==> config.mk <==
export PLATFORM = sky130hd
export DESIGN_NAME = spfa_top
export DESIGN_NICKNAME = d
export VERILOG_FILES = /design/src/inc/spfa_pkg.sv /design/src/hw/spfa_loop_ctrl.sv /design/src/hw/spfa_serial_rx.sv /design/src/hw/spfa_top.sv
export SDC_FILE = /design/constraint.sdc
export NUM_CORES = 1
export LEC_CHECK = 0
export ABC_CLOCK_PERIOD_IN_PS = 5000
export BUFFER_PORTS_ARGS = -buffer_cell sky130_fd_sc_hd__buf_2
export CORE_MARGIN = 1.5
export CORE_UTILIZATION = 55
export CTS_BUF_LIST = sky130_fd_sc_hd__clkbuf_4 sky130_fd_sc_hd__clkbuf_8 sky130_fd_sc_hd__clkbuf_16
export DETAILED_ROUTE_END_ITERATION = 8
export GPL_ROUTABILITY_DRIVEN = 0
export GPL_TIMING_DRIVEN = 0
export PLACE_DENSITY = 0.79
export SYNTH_ARGS = -nofsm -noshare
export SYNTH_HDL_FRONTEND = slang
export SYNTH_SLANG_ARGS = --single-unit
==> constraint.sdc <==
create_clock -name i_mclk -period 5 [get_ports i_mclk]
set_input_delay 0.5 -clock i_mclk [delete_from_list [all_inputs] [get_ports i_mclk]]
set_output_delay 0.5 -clock i_mclk [all_outputs]
set_load 0.01 [all_outputs]
==> src/inc/spfa_pkg.sv <==
// Shared constants and carrier types for the synthesizer powerdown and fast-acquisition control
`default_nettype none
package spfa_pkg;
   // Serial word: 22 bits, two control bits at the bottom, shifted in MSB first
   localparam int WORD_BITS = 22;
   localparam int CTRL_LSB = 0;
   localparam int DATA_LSB = 2;
   // Control codes (first-shifted control bit is the upper one of the pair)
   localparam logic [1:0] SEL_IF_REF = 2'h0;
   localparam logic [1:0] SEL_RF_REF = 2'h1;
   localparam logic [1:0] SEL_IF_FB = 2'h2;
   localparam logic [1:0] SEL_RF_FB = 2'h3;
   // Reference word field positions within the full word
   localparam int POS_PHASE_POL = 17;
   localparam int POS_GAIN = 18;
   localparam int POS_PUMP_HIZ = 19;
   localparam int POS_LOCK_SEL = 20;
   localparam int POS_PIN_FUNC = 21;
   // Feedback word field positions (upper two bits)
   localparam int POS_PRESCALER = 20;
   localparam int POS_SLEEP = 21;
   localparam int REF_CNT_W = 15;
   localparam int FB_CNT_W = 18;
   // Reset values
   localparam logic [REF_CNT_W-1:0] RST_REF_CNT = 15'h0000;
   localparam logic [FB_CNT_W-1:0] RST_FB_CNT = 18'h00000;
   localparam int SYNC_STAGES = 2;
   // Charge-pump gain ratio in fast acquisition versus standard mode
   localparam int PUMP_GAIN_RATIO = 4;

   typedef struct packed
   {
      // Highest field first, so the struct lines up with the POS_ constants
      logic pin_function_select_bit;
      logic lock_detect_select_bit;
      logic pump_hiz_bit;
      logic gain_high;
      logic phase_pol;
      logic [REF_CNT_W-1:0] ref_count;
   } spfa_ref_type;

   typedef struct packed
   {
      logic loop_sleep_bit;
      logic prescaler_select_bit;
      logic [FB_CNT_W-1:0] fb_count;
   } spfa_fb_type;

   typedef struct packed
   {
      logic asleep;
      logic dividers_load;
      logic input_hiz;
      logic pump_hiz;
      logic [2:0] pump_gain;
   } spfa_loop_stat_type;
endpackage
`default_nettype wire

==> src/hw/spfa_loop_ctrl.sv <==
// One loop's powerdown state machine and charge-pump control
`timescale 1ns/1ps
`default_nettype none
module spfa_loop_ctrl
(
   input wire logic i_mclk,
   input wire logic i_rst_n,
   input wire logic i_sleep,
   input wire logic i_pump_hiz_bit,
   input wire logic i_pump_idle,
   input wire logic i_fast,
   output spfa_pkg::spfa_loop_stat_type o_stat
);
   import spfa_pkg::*;
   typedef enum logic [1:0]
   {
      ST_ACTIVE = 2'b00,
      ST_WAIT_IDLE = 2'b01,
      ST_ASLEEP = 2'b10
   } spfa_pd_state_type;
   spfa_pd_state_type state;
   spfa_pd_state_type next_state;
   logic gain_now;

   // ==========================================
   // Powerdown sequencing
   always_comb
   begin
      next_state = state;
      case (state)
         ST_ACTIVE:
            if (i_sleep)
               next_state = i_pump_hiz_bit ? ST_ASLEEP : ST_WAIT_IDLE;
         ST_WAIT_IDLE:
            if (!i_sleep)
               next_state = ST_ACTIVE;
            else if (i_pump_idle)
               next_state = ST_ASLEEP;
         ST_ASLEEP:
            if (!i_sleep)
               next_state = ST_ACTIVE;
         default:
            next_state = ST_ACTIVE;
      endcase
   end

   // Gain changes only while the pump is idle, so no half-step lands on the filter
   always_ff @(posedge i_mclk or negedge i_rst_n)
   begin
      if (!i_rst_n)
      begin
         state <= ST_ACTIVE;
         gain_now <= 1'b0;
         o_stat <= '0;
      end
      else
      begin
         state <= next_state;
         if (i_pump_idle)
            gain_now <= i_fast;
         o_stat.asleep <= (next_state == ST_ASLEEP);
         o_stat.dividers_load <= (next_state == ST_ASLEEP);
         o_stat.input_hiz <= (next_state == ST_ASLEEP);
         o_stat.pump_hiz <= i_pump_hiz_bit | (next_state == ST_ASLEEP);
         o_stat.pump_gain <= (i_pump_idle ? i_fast : gain_now) ?
                             3'(PUMP_GAIN_RATIO) : 3'h1;
      end
   end
endmodule // spfa_loop_ctrl
`default_nettype wire

==> src/hw/spfa_serial_rx.sv <==
// Three-wire serial receiver: samples pins, shifts MSB first, latches on strobe
`timescale 1ns/1ps
`default_nettype none
module spfa_serial_rx
#(
   parameter int WIDTH = spfa_pkg::WORD_BITS
)
(
   input wire logic i_mclk,
   input wire logic i_rst_n,
   input wire logic i_sdata,
   input wire logic i_sclk,
   input wire logic i_latch_strobe,
   output logic [WIDTH-1:0] o_word,
   output logic o_word_valid
);
   import spfa_pkg::*;
   // ==========================================
   // Pin synchronisers
   logic [SYNC_STAGES-1:0] data_sync;
   logic [SYNC_STAGES-1:0] clk_sync;
   logic [SYNC_STAGES-1:0] strobe_sync;
   logic clk_prev;
   logic strobe_prev;
   logic [WIDTH-1:0] shift;
   wire clk_rise = clk_sync[1] & ~clk_prev;
   wire strobe_rise = strobe_sync[1] & ~strobe_prev;

   always_ff @(posedge i_mclk or negedge i_rst_n)
   begin
      if (!i_rst_n)
      begin
         data_sync <= 2'h0;
         clk_sync <= 2'h0;
         strobe_sync <= 2'h0;
         clk_prev <= 1'b0;
         strobe_prev <= 1'b0;
      end
      else
      begin
         data_sync <= {data_sync[0], i_sdata};
         clk_sync <= {clk_sync[0], i_sclk};
         strobe_sync <= {strobe_sync[0], i_latch_strobe};
         clk_prev <= clk_sync[1];
         strobe_prev <= strobe_sync[1];
      end
   end

   // ==========================================
   // Shift and latch
   always_ff @(posedge i_mclk or negedge i_rst_n)
   begin
      if (!i_rst_n)
      begin
         shift <= '0;
         o_word <= '0;
         o_word_valid <= 1'b0;
      end
      else
      begin
         if (clk_rise)
            shift <= {shift[WIDTH-2:0], data_sync[1]};
         o_word_valid <= strobe_rise;
         if (strobe_rise)
            o_word <= shift;
      end
   end
endmodule // spfa_serial_rx
`default_nettype wire

==> src/hw/spfa_top.sv <==
// Dual-loop synthesizer control: serial programming, powerdown and fast acquisition
// Overview of operation
// - Sleep bit high with pump hi-z bit low selects synchronous powerdown.
// - Sleep bit high with pump hi-z bit high selects asynchronous powerdown.
// - Synchronous powerdown waits until the charge pump is idle.
// - Asynchronous powerdown takes effect right after the latch strobe.
// - A sleeping loop holds dividers in load and its RF input hi-z.
// - Reference oscillator runs unless both loops' sleep bits are set.
// - Serial register keeps shifting and latching during any powerdown.
// - Latching a low sleep bit wakes the loop immediately.
// - Hi-z bit alone keeps loop active with pump output hi-z.
// - Data bits are captured on serial clock rising edges.
// - Words are sent and shifted most significant bit first.
// - Fast acquisition gives four times normal pump current.
// - Fast acquisition pulls damping resistor node low via open drain.
// - Return to standard mode follows the charge pump output; only the pump gain waits for pump idle, the open drain is released at once.
// - Prescaler and sleep bits are the top two feedback bits.
// - Fast acquisition only with fast-acquisition pin state and RF gain high.
`timescale 1ns/1ps
`default_nettype none
module spfa_top
(
   input wire logic i_mclk,
   input wire logic i_rst_n,
   input wire logic i_sdata,
   input wire logic i_sclk,
   input wire logic i_latch_strobe,
   input wire logic i_if_pump_idle,
   input wire logic i_rf_pump_idle,
   output spfa_pkg::spfa_ref_type o_if_ref,
   output spfa_pkg::spfa_ref_type o_rf_ref,
   output spfa_pkg::spfa_fb_type o_if_fb,
   output spfa_pkg::spfa_fb_type o_rf_fb,
   output spfa_pkg::spfa_loop_stat_type o_if_stat,
   output spfa_pkg::spfa_loop_stat_type o_rf_stat,
   output logic o_osc_enable,
   output logic o_multifunction_output,
   output logic o_multifunction_output_oe
);
   import spfa_pkg::*;

   // ==========================================
   // Reset release
   logic [1:0] rst_sync;
   wire rst_n = rst_sync[1];
   always_ff @(posedge i_mclk or negedge i_rst_n)
   begin
      if (!i_rst_n)
         rst_sync <= 2'h0;
      else
         rst_sync <= {rst_sync[0], 1'b1};
   end

   // ==========================================
   // Pump idle inputs come from the analog side, so synchronise them
   logic [1:0] if_idle_sync;
   logic [1:0] rf_idle_sync;
   always_ff @(posedge i_mclk or negedge rst_n)
   begin
      if (!rst_n)
      begin
         if_idle_sync <= 2'h0;
         rf_idle_sync <= 2'h0;
      end
      else
      begin
         if_idle_sync <= {if_idle_sync[0], i_if_pump_idle};
         rf_idle_sync <= {rf_idle_sync[0], i_rf_pump_idle};
      end
   end

   // ==========================================
   // Serial receiver; never gated by powerdown
   logic [WORD_BITS-1:0] word;
   logic word_valid;
   spfa_serial_rx #(.WIDTH(WORD_BITS)) u_rx
   (
      .i_mclk(i_mclk),
      .i_rst_n(rst_n),
      .i_sdata(i_sdata),
      .i_sclk(i_sclk),
      .i_latch_strobe(i_latch_strobe),
      .o_word(word),
      .o_word_valid(word_valid)
   );

   // ==========================================
   // Word decode
   wire [1:0] sel = word[CTRL_LSB+1:CTRL_LSB];
   wire [WORD_BITS-DATA_LSB-1:0] payload = word[WORD_BITS-1:DATA_LSB];
   wire ld_if_ref = word_valid && sel == SEL_IF_REF;
   wire ld_rf_ref = word_valid && sel == SEL_RF_REF;
   wire ld_if_fb = word_valid && sel == SEL_IF_FB;
   wire ld_rf_fb = word_valid && sel == SEL_RF_FB;
   spfa_ref_type ref_in;
   spfa_fb_type fb_in;
   assign ref_in = spfa_ref_type'(payload);
   assign fb_in = spfa_fb_type'(payload);

   always_ff @(posedge i_mclk or negedge rst_n)
   begin
      if (!rst_n)
      begin
         o_if_ref <= '0;
         o_rf_ref <= '0;
         o_if_fb <= '0;
         o_rf_fb <= '0;
      end
      else
      begin
         if (ld_if_ref)
            o_if_ref <= ref_in;
         if (ld_rf_ref)
            o_rf_ref <= ref_in;
         if (ld_if_fb)
            o_if_fb <= fb_in;
         if (ld_rf_fb)
            o_rf_fb <= fb_in;
      end
   end

   // ==========================================
   // Fast acquisition: both RF and IF lock/pin selects high except lock selects low
   wire fast_state = !o_rf_ref.lock_detect_select_bit && !o_if_ref.lock_detect_select_bit
                     && o_rf_ref.pin_function_select_bit && o_if_ref.pin_function_select_bit;
   wire rf_fast = fast_state && o_rf_ref.gain_high;

   // ==========================================
   // Independent loop controllers
   spfa_loop_ctrl u_if_loop
   (
      .i_mclk(i_mclk),
      .i_rst_n(rst_n),
      .i_sleep(o_if_fb.loop_sleep_bit),
      .i_pump_hiz_bit(o_if_ref.pump_hiz_bit),
      .i_pump_idle(if_idle_sync[1]),
      .i_fast(1'b0),
      .o_stat(o_if_stat)
   );
   spfa_loop_ctrl u_rf_loop
   (
      .i_mclk(i_mclk),
      .i_rst_n(rst_n),
      .i_sleep(o_rf_fb.loop_sleep_bit),
      .i_pump_hiz_bit(o_rf_ref.pump_hiz_bit),
      .i_pump_idle(rf_idle_sync[1]),
      .i_fast(rf_fast),
      .o_stat(o_rf_stat)
   );

   // ==========================================
   // Oscillator and multifunction pin
   always_ff @(posedge i_mclk or negedge rst_n)
   begin
      if (!rst_n)
      begin
         o_osc_enable <= 1'b1;
         o_multifunction_output <= 1'b0;
         o_multifunction_output_oe <= 1'b0;
      end
      else
      begin
         o_osc_enable <= !(o_if_fb.loop_sleep_bit && o_rf_fb.loop_sleep_bit);
         o_multifunction_output <= 1'b0;
         // Open drain: drives low only while fast acquisition is on
         o_multifunction_output_oe <= rf_fast;
      end
   end
endmodule // spfa_top
`default_nettype wire

Word level (Yosys, flattened, before mapping)
Cells that the tools add are included.
{"block": "word_totals", "register_bits": 157, "inputBits": 7, "out_inout_bits": 97, "wordCells": 87}
{"block": "classes", "n_eq_ne": 9, "mux": 16, "n_bitwise": 6, "n_reduce_logical": 15}
{"op": "two-way mux 2 bit", "count": 10}
{"op": "== test 2 bit, second input constant", "count": 6}
{"op": "case mux 2 bit (3 select lines)", "count": 2}
{"op": "logical AND 1 bit", "count": 9}
{"op": "== test 2 x 1 -> 1 bit, second input constant", "count": 3}
{"op": "logical NOT 2 bit", "count": 3}
{"op": "two-way mux 3 bit", "count": 2}
{"op": "logical NOT 1 bit", "count": 3}
{"op": "bitwise AND 1 bit", "count": 2}
{"op": "two-way mux 1 bit", "count": 2}
{"op": "NOT 1 bit", "count": 2}
{"op": "bitwise OR 1 bit", "count": 2}

Logic depth before layout (Yosys ltp)
{"block": "logic_depth", "word_depth": 7, "ltp_mapped": 4, "mapped_depth_nobuf": 2}

Hierarchy
From an unflattened synthesis, not the netlist that was laid out.
{"block": "unflattened", "hier_cells": 337, "area_unflattened_um2": 5734.2}
{"module": "spfa_top", "instances": 1, "cells_each": 186, "area_each_um2": 3213.1, "seq_area_each_um2": 2203.4}
{"module": "spfa_serial_rx", "instances": 1, "cells_each": 105, "area_each_um2": 1993.2, "seq_area_each_um2": 1326.3}
{"module": "spfa_loop_ctrl", "instances": 2, "cells_each": 23, "area_each_um2": 264.0, "seq_area_each_um2": 150.1}

Least setup slack after synthesis
Ideal clock, no wire load.
{"block": "synth_path", "path_type": "register to register", "startpoint": "register u_rx.o_word[0]", "endpoint": "register o_if_ref[0] in the netlist's numbering", "setup_time_ns": 0.125, "arrival_time_ns": 1.105, "required_ns": 4.875, "setup_slack_ns": 3.770, "path_stages_with_launch": 4, "n_path_buf": 1, "period_less_slack_ns": 1.230, "path_cell_list": "dfrtp_1 -> nor3b_2 -> buf_4 -> mux2_2"}
{"block": "synth_via", "elab_chain_cells": 2}
{"item": "from (decl)", "line": "spfa_serial_rx.sv:14", "rtl": "output logic [WIDTH-1:0] o_word,"}
{"item": "from (signal assigned)", "line": "spfa_serial_rx.sv:65", "rtl": "o_word <= shift;"}
{"item": "logical NOT 2 bit", "line": "spfa_top.sv:91", "rtl": "wire ld_if_ref = word_valid && sel == SEL_IF_REF;"}
{"item": "logical AND 1 bit", "line": "spfa_top.sv:91"}
{"item": "to (signal assigned)", "line": "spfa_top.sv:112", "rtl": "o_if_ref <= ref_in;"}
{"item": "to (decl)", "line": "spfa_top.sv:30", "rtl": "output spfa_pkg::spfa_ref_type o_if_ref,"}
Every way passes these cells.
A chain may end at the register's enable or synchronous reset.

Worst setup path after layout
{"block": "layout_path", "startpoint": "register o_if_fb[19] in the netlist's numbering", "endpoint": "output o_if_fb[19] in the netlist's numbering"}
{"item": "from (decl)", "line": "spfa_top.sv:32", "rtl": "output spfa_pkg::spfa_fb_type o_if_fb,"}
{"item": "from (signal assigned)", "line": "spfa_top.sv:116", "rtl": "o_if_fb <= fb_in;"}
No word-level cell between the ends.

==> flow_summary.yaml <==
outcome:
  status: "finished clean"
worst_setup_path:
  crit_type: "reg2out"
  r2r_cells: 3
  r2r-end: "o_if_ref[17]$_DFFE_PN0P_"
  r2r-start: "u_rx.o_word[0]$_DFFE_PN0P_"
  start_kind: "flop"
  crit_end: "o_if_fb[19]"
  critical_path_required_ns: 4.50
  crit_fanout: 6
  ff2ff_setup_slack_ns: 3.63
  crit_path_end_kind: "output pin"
  critPathLaunch: "o_if_fb[19]$_DFFE_PN0P_"
  crit_arrival_ns: 1.24
yosys:
  netlist_area_um2: 5670
  async_reset_ff_frac: 1.00
  avgSynthCellArea_um2: 16.6
  synthCells: 341
  seq_area_frac_synth: 0.676
  ys.flop_type: "dfrtp_1"
  synth.yosys.warnings: 0
  synth_edf_count: 0
  synth_cell_types: 24
  synth-seq-cells: 153
route:
  drt-pass1-iter-count: 4
  finalWirelength_um: 10300
  wl_per_cell_um: 16.8
  ant_nets: 0
  via_count: 3130
  drt-initial-drc-count: 62
  vias_per_cell: 5.12
  route.detailed.drc: 0
global_route:
  grt_max_degree: 76
  busiest_layer: "met2"
  grt_pass1_wl_um: 17000
  globalRoute.totalOverflow: 0
  grtUsageMet1: 0.258
  grt_pass1_vias: 3268
  antenna_found_initial: 0
  grt.total_usage: 0.205
  globalRouteMet3Util: 0.0658
  grt_use_met2: 0.336
layout:
  finalCoreUtilization: 0.714
  drive_gt1_frac: 0.600
  area_growth_pct: 24.3
  fin_nets: 472
  diodes: 0
clocking:
  clk_path_buf_depth: 2
  clkTransAtPathRegs_ns: 0.06
  clock_sinks: 153
  htree_levels: 4
  cts_setup_buffers: 0
  cts_tree: "yes"
  numCtsBuffers: 17
  clk_latency_ns: 0.52
  clock-root-buffer: "clkbuf_8"
die:
  start_util: 0.575
  dieArea_um2: 10900
  die_w_um: 105
  coreArea_um2: 9860
  core.rowCount: 36
  die_h_um: 105
  num_io_pins: 104
timing:
  period_needed_ns: 1.74
  hold_viol_final: 0
  timing.final.crit_share: 0.348
  slew_viol_final: 0
  fmax_mhz: 575
  rsz0062_at_grt: "no"
  fin_skew_ns: 0.00677
  finalSetupViolCount: 0
  hold_ws_ns: 0.0827
placed_design:
  dp_hpwl_um: 6570
  port-buffer-count: 100
power_and_ir_drop:
  power_density_nw_per_um2: 525
  vdd_ir_drop_max_v: 0.000280
  leakagePower_nw: 3.68
min_path:
  hp-class: "in2reg"
job:
  cap_violations: 0
[logic make-up after synthesis]
| kind of cell | after synthesis | share of synthesized area |
|---|---|---|
| other cells | 2 | 0.00132 |
| simple gates | 20 | 0.0219 |
| mux | 124 | 0.246 |
| flops | 153 | 0.676 |
| buf+inv | 32 | 0.0419 |
| compound gates | 10 | 0.0128 |
[sequential cells by signal, indices dropped and copies added, names as in the netlist, 3 cells and up]
name / count
o_if_fb: 20
o_if_ref: 20
o_rf_fb: 20
o_rf_ref: 20
u_if_loop.o_stat: 3
u_rf_loop.o_stat: 4
u_rx.o_word: 22
u_rx.shift: 22
[placed cells by master (no fill, tap or decap), types with 3 or more instances in the layout]
cell type	Yosys	layout
buf_6	6	6
dfrtp_1	152	151
o21ai_0	4	4
nand2b_1	3	3
clkbuf_16	0	16
clkbuf_8	0	5
clkbuf_4	0	4
bufinv_16	0	4
nor2_1	3	3
mux2_2	122	122
buf_2	0	100
inv_1	6	6
buf_4	19	19
conb_1	2	4
nand2_1	4	4
[through the flow]
stage          TNS (ns)  cells  area (um^2)  worst slack (ns)  power, mW
2_1_floorplan         0    343         5680             0.423       2.10
3_3_place_gp    -135.85    576         6340            -0.915       2.34
3_5_place_dp          0    578         6400              3.63       2.39
4_1_cts               0    611         7050              3.24       3.74
5_1_grt               0    611         7050              3.19       3.89
6_report              0    611         7050              3.26       3.70
[final cells by class]
class / count / area (um^2)
buffer: 26 / 215
clock buffer: 25 / 499
clock inverter: 7 / 138
fill: 665 / 2820
inverter: 6 / 22.5
multi-input combinational: 158 / 1610
sequential: 153 / 3830
tap: 133 / 166
timing repair buffer: 103 / 566
[timing repair]
item                                   CTS  global route
gates resized for setup                  0             0
hold buffers                             1             0
endpoints found under the hold margin    2             0
[Yosys cell counts (2+ instances only)]
cell type	count	share of area
dfrtp_1	152	0.67
mux2_2	122	0.24
buf_4	19	0.025
buf_6	6	0.012
inv_1	6	0.0040
nand2_1	4	0.0026
o21ai_0	4	0.0035
nand2b_1	3	0.0033
nor2_1	3	0.0020
conb_1	2	0.0013
mux2_1	2	0.0040
nand3_1	2	0.0018
nand3b_1	2	0.0026
nand4b_1	2	0.0031
o2111a_1	2	0.0040
o211ai_1	2	0.0026
[worst max-delay path, cell delays in order, from the launching register on]
cell     delay, ns
dfrtp_1       0.44
buf_4         0.16
buf_2         0.13
[metal layers]
layer	part of all wire	routed length, um
met5	0	0
met4	0.013	129
met3	0.043	442
met2	0.52	5320
met1	0.43	4370
[how the worst min path moves through the flow]
| stage | cells after the start | from | endpoint |
|---|---|---|---|
| floorplan | 0 | i_rst_n | rst_sync[0]$_DFF_PN0_ |
| global placement | 1 | i_rst_n | rst_sync[0]$_DFF_PN0_ |
| detailed placement | 0 | rst_sync[1]$_DFF_PN0_ | o_rf_ref[8]$_DFFE_PN0P_ |
| CTS | 1 | i_sclk | u_rx.clk_sync[0]$_DFF_PN0_ |
| global route | 1 | i_latch_strobe | u_rx.strobe_sync[0]$_DFF_PN0_ |
| finish | 1 | i_sclk | u_rx.clk_sync[0]$_DFF_PN0_ |
[power breakdown]
group	internal, mW	switching (mW)	leakage [nW]
clock	0.885	0.458	0.316
sequential	1.52	0.195	2.00
combinational	0.362	0.277	1.36
Note: power is estimated with default switching activity, not from simulation.
